$ cat src/rcause_pkg.sv
package rcause_pkg;
	localparam logic [19:0] CAUSE_REG_ADDR  = 20'hFFFA8;
	localparam int          TRAP_BIT        = 7;
	localparam int          WD_BIT          = 4;
	localparam int          INIT_BIT        = 1;
	localparam int          LV_BIT          = 0;
	localparam logic [7:0]  ILLEGAL_OPCODE  = 8'hFF;
	localparam logic [7:0]  CAUSE_READ_ZERO = 8'h00;

	localparam int CLK_MHZ         = 100;
	localparam int TICK_US         = 1;
	localparam int TICK_CYCLES_DEF = CLK_MHZ * TICK_US;

	localparam int RISE_LIMIT_US = 5800;
	localparam int POC_MIN_US    = 2120;
	localparam int POC_MAX_US    = 5840;
	localparam int PROC_MIN_US   = 195;
	localparam int PROC_MAX_US   = 341;

	localparam int RISE_LIMIT_TICKS = RISE_LIMIT_US / TICK_US;
	localparam int POC_MIN_TICKS    = (POC_MIN_US + TICK_US - 1) / TICK_US;
	localparam int POC_MAX_TICKS    = POC_MAX_US / TICK_US;
	localparam int PROC_MIN_TICKS   = (PROC_MIN_US + TICK_US - 1) / TICK_US;
	localparam int PROC_MAX_TICKS   = PROC_MAX_US / TICK_US;
	localparam int TIMER_W          = 13;

	typedef struct packed {
		logic trap;
		logic watchdog;
		logic init_check;
		logic low_voltage;
	} cause_flags_t;

	localparam cause_flags_t CAUSE_CLEAR = '0;

	typedef struct packed {
		logic supply_rise_ok;
		logic supply_fall_low;
		logic lvd_level_ok;
		logic ext_reset_n;
		logic lvd_default_disable_option;
	} pin_in_t;

	localparam pin_in_t PIN_RESET = '0;

	typedef enum logic [2:0] {
		ST_HOLD     = 3'h0,
		ST_WAIT_LVD = 3'h1,
		ST_PROC     = 3'h3,
		ST_RUN      = 3'h2,
		ST_EXT      = 3'h6
	} seq_state_t;
endpackage

$ cat src/reset_cause_and_power_on_clear.sv
// Summary of operation
// - Cause register sits at byte address FFFA8H, read only.
// - Software reads the cause register as one whole byte.
// - Reset pin, power-on clear, or a byte read clear all four flags.
// - Opcode FFH raises internal reset and sets bit 7, others kept.
// - Watchdog reset sets bit 4, other flags kept.
// - Reset-processing check error sets bit 1, other flags kept.
// - Low-voltage detector reset sets bit 0, other flags kept.
// - Watchdog, low-voltage and opcode resets never clear the register.
// - Opcode FFH under debug control raises no reset.
// - With default low-voltage start, bit 0 may read 1 after power-up.
// - Hold internal reset until rise detector reports supply above 1.61 V.
// - With default low-voltage start, hold reset until supply exceeds 2.07 V.
// - Fall detector below 1.59 V asserts internal reset at once.
// - With default low-voltage start, a rise under 5.8 ms releases 2.12 to 5.84 ms after threshold.
// - With default low-voltage start, a slow rise waits 195 to 341 us after reaching 2.07 V.
// - Processing interval covers oscillator accuracy settling before the CPU runs.
`timescale 1ns/10ps
module reset_cause_and_power_on_clear
	import rcause_pkg::*;
#(
	parameter int TICK_CYCLES      = TICK_CYCLES_DEF,
	parameter int RISE_LIMIT_TICKS = rcause_pkg::RISE_LIMIT_TICKS,
	parameter int POC_MIN_TICKS    = rcause_pkg::POC_MIN_TICKS,
	parameter int POC_MAX_TICKS    = rcause_pkg::POC_MAX_TICKS,
	parameter int PROC_MIN_TICKS   = rcause_pkg::PROC_MIN_TICKS,
	parameter int PROC_MAX_TICKS   = rcause_pkg::PROC_MAX_TICKS
) (
	input  wire logic        clk,
	input  wire logic        arst_n,
	input  wire logic        supply_rise_ok,
	input  wire logic        supply_fall_low,
	input  wire logic        lvd_level_ok,
	input  wire logic        ext_reset_n,
	input  wire logic        lvd_default_disable_option,
	input  wire logic        watchdog_reset_req,
	input  wire logic        init_check_err,
	input  wire logic        lvd_reset_req,
	input  wire logic        opcode_exec,
	input  wire logic [7:0]  opcode,
	input  wire logic        debug_active,
	input  wire logic [19:0] bus_addr,
	input  wire logic        bus_rd,
	input  wire logic        bus_byte_access,
	output logic      [7:0]  bus_rdata,
	output logic             bus_rvalid,
	output logic             internal_reset_n,
	output logic             cpu_run,
	output logic             lvd_default_enabled
);
	localparam logic [TIMER_W-1:0] RISE_T     = TIMER_W'(RISE_LIMIT_TICKS);
	localparam logic [TIMER_W-1:0] POC_MIN_T  = TIMER_W'(POC_MIN_TICKS);
	localparam logic [TIMER_W-1:0] POC_MAX_T  = TIMER_W'(POC_MAX_TICKS);
	localparam logic [TIMER_W-1:0] PROC_MIN_T = TIMER_W'(PROC_MIN_TICKS);
	localparam logic [TIMER_W-1:0] PROC_MAX_T = TIMER_W'(PROC_MAX_TICKS);

	typedef struct packed {
		seq_state_t   st;
		cause_flags_t flags;
		logic         opt_off;
		logic         poc_target;
		logic [7:0]   rdata;
		logic         rvalid;
	} ctl_t;

	localparam ctl_t CTL_RESET = '{
		st:         ST_HOLD,
		flags:      CAUSE_CLEAR,
		opt_off:    1'b0,
		poc_target: 1'b1,
		rdata:      CAUSE_READ_ZERO,
		rvalid:     1'b0
	};

	function automatic logic [7:0] cause_image(input cause_flags_t f);
		logic [7:0] v;
		v           = CAUSE_READ_ZERO;
		v[TRAP_BIT] = f.trap;
		v[WD_BIT]   = f.watchdog;
		v[INIT_BIT] = f.init_check;
		v[LV_BIT]   = f.low_voltage;
		return v;
	endfunction

	ctl_t                r;
	ctl_t                r_nxt;
	pin_in_t             pins_raw;
	pin_in_t             pins;
	logic [TIMER_W-1:0]  elapsed;
	logic                tmr_restart;
	logic                poc_hold;
	logic                ext_hold;
	logic                live;
	logic                illegal_op;
	logic                lvd_dip;
	logic                rd_match;
	logic                rd_clear;
	logic                any_set;
	logic [TIMER_W-1:0]  proc_target;
	cause_flags_t        set_req;

	// Detector outputs and the reset pin are asynchronous to clk
	assign pins_raw = '{
		supply_rise_ok:             supply_rise_ok,
		supply_fall_low:            supply_fall_low,
		lvd_level_ok:               lvd_level_ok,
		ext_reset_n:                ext_reset_n,
		lvd_default_disable_option: lvd_default_disable_option
	};

	bit_sync #(
		.W($bits(pin_in_t))
	) u_pin_sync (
		.clk    (clk),
		.arst_n (arst_n),
		.d      (pins_raw),
		.q      (pins)
	);

	interval_timer #(
		.TICK_CYCLES (TICK_CYCLES),
		.W           (TIMER_W)
	) u_timer (
		.clk     (clk),
		.arst_n  (arst_n),
		.restart (tmr_restart),
		.elapsed (elapsed)
	);

	assign poc_hold   = pins.supply_fall_low | ~pins.supply_rise_ok;
	assign ext_hold   = ~pins.ext_reset_n;
	assign live       = (r.st != ST_HOLD) && (r.st != ST_EXT) && !poc_hold && !ext_hold;
	assign illegal_op = opcode_exec && (opcode == ILLEGAL_OPCODE) && !debug_active;
	assign lvd_dip    = !r.opt_off && !pins.lvd_level_ok &&
	                    ((r.st == ST_PROC) || (r.st == ST_RUN));
	assign rd_match   = bus_rd && (bus_addr == CAUSE_REG_ADDR);
	assign rd_clear   = rd_match && bus_byte_access;

	// Each source drives its own bit only
	assign set_req.trap        = live & illegal_op;
	assign set_req.watchdog    = live & watchdog_reset_req;
	assign set_req.init_check  = live & init_check_err;
	assign set_req.low_voltage = live & (lvd_reset_req | lvd_dip);
	assign any_set             = |set_req;
	assign proc_target         = r.poc_target ? POC_MIN_T : PROC_MIN_T;

	always_comb begin
		r_nxt        = r;
		r_nxt.rvalid = 1'b0;
		tmr_restart  = 1'b0;
		if (rd_match) begin
			r_nxt.rdata  = cause_image(r.flags);
			r_nxt.rvalid = 1'b1;
		end
		if (rd_clear) begin
			r_nxt.flags = CAUSE_CLEAR;
		end
		// A source firing in the cycle of a read survives the read clear
		r_nxt.flags = r_nxt.flags | set_req;
		if (poc_hold || ext_hold) begin
			r_nxt.flags = CAUSE_CLEAR;
		end
		if (poc_hold) begin
			r_nxt.st         = ST_HOLD;
			r_nxt.poc_target = 1'b1;
			tmr_restart      = 1'b1;
		end else if (ext_hold) begin
			r_nxt.st    = ST_EXT;
			tmr_restart = 1'b1;
		end else begin
			unique case (r.st)
				ST_HOLD: begin
					// Strap taken once the supply is up, never inside the reset branch
					r_nxt.opt_off    = pins.lvd_default_disable_option;
					r_nxt.poc_target = 1'b0;
					tmr_restart      = 1'b1;
					if (pins.lvd_default_disable_option) begin
						r_nxt.st = ST_PROC;
					end else begin
						r_nxt.st         = ST_WAIT_LVD;
						r_nxt.poc_target = 1'b1;
					end
				end
				ST_WAIT_LVD: begin
					if (pins.lvd_level_ok) begin
						r_nxt.st = ST_PROC;
						if (r.poc_target && (elapsed < RISE_T)) begin
							r_nxt.poc_target = 1'b1;
						end else begin
							r_nxt.poc_target = 1'b0;
							tmr_restart      = 1'b1;
						end
					end
				end
				ST_PROC: begin
					if (lvd_dip) begin
						r_nxt.st         = ST_WAIT_LVD;
						r_nxt.poc_target = 1'b0;
					end else if (any_set) begin
						r_nxt.poc_target = 1'b0;
						tmr_restart      = 1'b1;
					end else if (elapsed >= proc_target) begin
						r_nxt.st = ST_RUN;
					end
				end
				ST_RUN: begin
					if (lvd_dip) begin
						r_nxt.st         = ST_WAIT_LVD;
						r_nxt.poc_target = 1'b0;
					end else if (any_set) begin
						r_nxt.st         = ST_PROC;
						r_nxt.poc_target = 1'b0;
						tmr_restart      = 1'b1;
					end
				end
				ST_EXT: begin
					r_nxt.st         = ST_PROC;
					r_nxt.poc_target = 1'b0;
					tmr_restart      = 1'b1;
				end
				default: begin
					r_nxt.st    = ST_HOLD;
					tmr_restart = 1'b1;
				end
			endcase
		end
	end

	always_ff @(posedge clk or negedge arst_n) begin
		if (!arst_n) begin
			r <= CTL_RESET;
		end else begin
			r <= r_nxt;
		end
	end

	assign bus_rdata           = r.rdata;
	assign bus_rvalid          = r.rvalid;
	assign cpu_run             = (r.st == ST_RUN);
	assign internal_reset_n    = (r.st == ST_RUN);
	assign lvd_default_enabled = ~r.opt_off;
endmodule

$ cat src/bit_sync.sv
`timescale 1ns/10ps
module bit_sync #(
	parameter int W = 1
) (
	input  wire logic         clk,
	input  wire logic         arst_n,
	input  wire logic [W-1:0] d,
	output logic      [W-1:0] q
);
	typedef struct packed {
		logic [W-1:0] s1;
		logic [W-1:0] s2;
	} sync_t;

	sync_t r;
	sync_t r_nxt;

	always_comb begin
		r_nxt    = r;
		r_nxt.s1 = d;
		r_nxt.s2 = r.s1;
	end

	always_ff @(posedge clk or negedge arst_n) begin
		if (!arst_n) begin
			r <= '0;
		end else begin
			r <= r_nxt;
		end
	end

	assign q = r.s2;
endmodule

$ cat src/interval_timer.sv
`timescale 1ns/10ps
module interval_timer #(
	parameter int TICK_CYCLES = 100,
	parameter int W           = 13
) (
	input  wire logic         clk,
	input  wire logic         arst_n,
	input  wire logic         restart,
	output logic      [W-1:0] elapsed
);
	localparam int TW = (TICK_CYCLES > 1) ? $clog2(TICK_CYCLES) : 1;
	localparam logic [TW-1:0] DIV_LAST = TW'(TICK_CYCLES - 1);

	typedef struct packed {
		logic [TW-1:0] div;
		logic [W-1:0]  cnt;
	} tmr_t;

	tmr_t r;
	tmr_t r_nxt;

	// Saturates so long waits never wrap into a short one
	always_comb begin
		r_nxt = r;
		if (restart) begin
			r_nxt.div = '0;
			r_nxt.cnt = '0;
		end else if (r.div == DIV_LAST) begin
			r_nxt.div = '0;
			if (r.cnt != '1) begin
				r_nxt.cnt = r.cnt + W'(1);
			end
		end else begin
			r_nxt.div = r.div + TW'(1);
		end
	end

	always_ff @(posedge clk or negedge arst_n) begin
		if (!arst_n) begin
			r <= '0;
		end else begin
			r <= r_nxt;
		end
	end

	assign elapsed = r.cnt;
endmodule

$ cat config.mk
export PLATFORM = sky130hd
export DESIGN_NAME = reset_cause_and_power_on_clear
export DESIGN_NICKNAME = d
export VERILOG_FILES = /design/src/rcause_pkg.sv /design/src/reset_cause_and_power_on_clear.sv /design/src/bit_sync.sv /design/src/interval_timer.sv
export SDC_FILE = /design/constraint.sdc
export NUM_CORES = 1
export LEC_CHECK = 0
export BUFFER_PORTS_ARGS = -buffer_cell sky130_fd_sc_hd__clkbuf_2
export CORE_UTILIZATION = 54
export DETAILED_ROUTE_END_ITERATION = 16
export PLACE_DENSITY = 0.8
export SLEW_MARGIN = 10
export SYNTH_ARGS = -nofsm -noshare
export SYNTH_HDL_FRONTEND = slang
export SYNTH_SLANG_ARGS = --single-unit
export TNS_END_PERCENT = 1
$ cat constraint.sdc
create_clock -name clk -period 2.6 [get_ports clk]
set_clock_uncertainty 0.2 [all_clocks]
set_input_delay 0.26 -clock clk [delete_from_list [all_inputs] [get_ports clk]]
set_output_delay 0.26 -clock clk [all_outputs]
set_load 0.01 [all_outputs]
==> metrics.csv <==
stage,metric,value,unit
routing,via-per-instance ratio,5.535,
power_and_ir_drop,Seq pwr share,46.6,%
place,IO Port Bufs,49,
floorplanning,Row Count,23,
final_layout,# nets final,331,
floorplanning,Starting Density,57.69,%
clock_network,Worst-Skew Late Latency,290,ps
power_and_ir_drop,Comb pwr share,7.2,%
routing,TritonRoute pass-1 iters,4,
timing,Rel. slew slack,58.79,%
final_layout,# fillers,323,
floorplanning,Core Region,4086,µm²
final_layout,Layout Cells excl Fill,333,
logic_synthesis,Yosys warnings,0,
logic_synthesis,library cells used by synthesis,50,
final_layout,area added between synthesis and finish,18.52,%
global_route,largest net degree at the start of global routing,45,
clock_network,CTS Buf Count,5,
power_and_ir_drop,switching power,301.5,µW
setup_path,maximum fanout along the worst path,20,
setup_path,worst path cell trace,"nor2b_1, o31a_1, nand3b_1, o21ai_4, nor2_1",
clock_network,maximum root-to-sink buffer count,2,
logic_synthesis,Cells after Synth,231,
power_and_ir_drop,VDD IR max,0.0005128,V
floorplanning,Vert. Die Dim,68.07,µm
power_and_ir_drop,Power per Cell Area,549.9,nW/µm²
timing,WHS,36.96,ps
logic_synthesis,Post-synth top flop,dfrtp_1,
global_route,first-pass GRT wire length,7100,µm
timing,Fin Setup TNS,0,ps
clock_network,CTS H-tree lvls,2,
clock_network,Worst-path clk slew,90,ps
timing,Slew Limit Fails,0,
timing,Final Hold Fails,0,
setup_path,Setup crit end kind,register,
place,placed cells,319,
setup_path,Crit Path Category,register to register,
floorplanning,# IOs,54,
status,status,"finished, final reports clean",
timing,Tcrit/Tclk final,84.42,%
floorplanning,die area,4634,µm²
logic_synthesis,Synth Cell Area,2357,µm²
power_and_ir_drop,power share of the clock group,46.2,%
setup_path,Critical path origin,r[16],
place,GP Congestion,0.8454,
power_and_ir_drop,cell internal pwr,1.235,mW
logic_synthesis,share of synthesized registers carrying an async set or reset,100.0,%
floorplanning,Die W,68.07,µm
logic_synthesis,synthesis-stage register bit count,44,
timing,RSZ-0062 raised after global routing,false,
routing,wire per inst,13.02,µm
timing,achievable clock frequency,455.6,MHz
job,Max Cap Viol,0,
setup_path,startpoint types,register,
routing,Detail Route Antenna Nets,0,
setup_path,"Req. time, crit path",2560,ps
final_layout,diode count,0,
setup_path,WP data arrival,2150,ps
routing,vias post-DR,1843,
power_and_ir_drop,leakage,1.238,nW
power_and_ir_drop,Pwr Total,1.536,mW
logic_synthesis,synthesized area per cell,10.20,µm²
power_and_ir_drop,sw frac,19.62,%
worst_hold_path,Worst Hold Launch,init_check_err,
setup_path,CP peak stage delay,520,ps
final_layout,share of cells above drive strength 1,27.56,%
timing,crit path time final,2195,ps
setup_path,RR Startpoint,r[16],
timing,Setup-failing EPs final,0,
routing,DRC errors left,0,
place,DP Wirelength,3212,µm
logic_synthesis,register area share after synthesis,46.76,%
clock_network,CTS sink cnt,44,
routing,Final Routed Wirelength,4335,µm
global_route,initial antenna violation count,0,
global_route,gr ovfl total,0,
global_route,vias in the first global route,1673,
clock_network,root buf cell,clkbuf_8,
worst_hold_path,worst hold-check path type,input pin to register,
global_route,Total GRT Usage,20.65,%
timing,Slew @ Worst Pin,615.9,ps
routing,1st-iter DRT viols,97,
clock_network,CTS tree,built,
setup_path,slowest cell on the critical path,o21ai_4,
logic_synthesis,"EDFF count, synth",0,
## power by group through the flow
stage                     clock, mW  combinational (mW)  sequential, mW
after floorplan                   0              0.0595           0.722
after detailed placement          0               0.105           0.730
final                         0.709               0.111           0.716
after CTS                     0.722               0.113           0.716
after global routing          0.751               0.128           0.719
after global placement            0               0.103           0.728
## kinds of logic after synthesis
logic type / Yosys count / synth area share [%]
flip-flops: 44 / 46.76
adder cells (fa/ha/maj): 7 / 3.715
buffers and inverters: 23 / 6.369
AO/OA/AOI/OAI: 33 / 10.09
AND/OR/NAND/NOR: 101 / 24.10
XOR/XNOR: 15 / 5.573
other: 1 / 0.1591
multiplexers: 7 / 3.238
## critical path: cells and delay by family (launching register included)
family	cells	cell delay, ps
and+or+nand+nor	3	560
AOI/OAI and AO/OA	2	800
DFF	1	500
## cell usage in the layout, fill, tap and decap left out, types with 2 or more instances in the layout
cell type	Yosys	routed
nand4_1	9	9
inv_1	7	7
nand3_1	10	10
clkbuf_8	0	5
dlygate4sd3_1	0	6
o41ai_1	2	2
nor2_1	30	30
nor3_1	6	6
nand3b_1	2	2
mux2i_1	2	2
xor2_1	3	3
clkbuf_2	1	49
conb_1	1	4
mux2_2	5	5
and3_1	4	4
a31oi_1	2	2
a21oi_1	5	5
dfrtp_1	43	43
a22o_1	4	4
nor2_2	2	2
xnor2_1	12	12
nand2_1	11	11
bufinv_16	0	3
nor4_1	3	3
nand2b_1	2	2
o21ai_0	8	8
o211ai_1	2	2
ha_1	7	7
nor3_2	5	5
a311oi_1	2	2
nor2b_1	5	5
and2_1	3	3
buf_4	10	2
## worst paths after layout
check	slack [ps]	end	cells past startpoint
max reg2reg	410	u_timer.elapsed[5]	5
min	40	r[12]	2
min in group asynchronous	380	bus_rdata[4]	3
max	410	u_timer.elapsed[5]	5
max in group asynchronous	1440	r[9]	3
min reg2reg	150	u_pin_sync.q[2]	0
## per-stage QoR
step | utilization [%] | worst slack [ps] | cell area, µm²
finish | 68.37 | 405.1 | 2794
global route | 68.37 | 197.0 | 2794
CTS | 68.19 | 152.8 | 2786
detailed placement | 62.83 | 189.9 | 2567
global placement | 62.83 | 281.0 | 2567
floorplan | - | 761.5 | 2369
## what timing repair did
| action | CTS | global route |
|---|---|---|
| buffers inserted | 0 | 0 |
| hold buffers | 6 | 0 |
| setup endpoints to repair | 0 | 12 |
| gates resized for setup | 0 | 1 |
| endpoints found under the hold margin | 48 | 0 |
## sequential cells by signal, indices dropped and copies added (netlist names)
signal	flops
u_timer.elapsed	13
u_timer.r	7
bus_rdata	4
bus_rvalid	1
u_pin_sync.q	5
u_pin_sync.r	5
r	9
## layer usage
layer / wire length (µm) / vias up / share of wire [%] / track usage (%)
met5: 0 / - / 0 / 0
met4: 35 / 0 / 0.81 / 5.469
met3: 192 / 5 / 4.4 / 4.167
met2: 2187 / 48 / 50 / 36.40
met1: 1920 / 873 / 44 / 25.54
li1: - / 917 / - / -
## cell usage after synthesis (all sizes together) (2+ instances only)
cell type | count | area [µm²]
dfrtp | 43 | 1076
nor2 | 32 | 125.1
buf | 15 | 118.9
xnor2 | 12 | 105.1
nand2 | 11 | 41.29
nor3 | 11 | 80.08
nand3 | 10 | 50.05
nand4 | 9 | 56.30
o21ai | 9 | 48.80
ha | 7 | 87.58
inv | 7 | 26.28
a21oi | 6 | 33.78
mux2 | 5 | 56.30
nor2b | 5 | 31.28
a22o | 4 | 35.03
and3 | 4 | 25.02
nor4 | 4 | 31.28
and2 | 3 | 18.77
xor2 | 3 | 26.28
a311oi | 2 | 17.52
a31oi | 2 | 12.51
mux2i | 2 | 20.02
nand2b | 2 | 12.51
nand3b | 2 | 15.01
nor4b | 2 | 23.77
o211ai | 2 | 15.01
o41ai | 2 | 17.52
## final cells by class
cell class | count | area [µm²] | share of cell area, %
multi-input combinational | 167 | 1124 | 40.22
sequential | 44 | 1102 | 39.45
timing repair buffer | 57 | 320.3 | 11.46
clock inverter | 3 | 90.09 | 3.224
clock buffer | 5 | 68.82 | 2.463
tap | 50 | 62.56 | 2.239
inverter | 7 | 26.28 | 0.9404
Power figures use the tool's default switching activity.
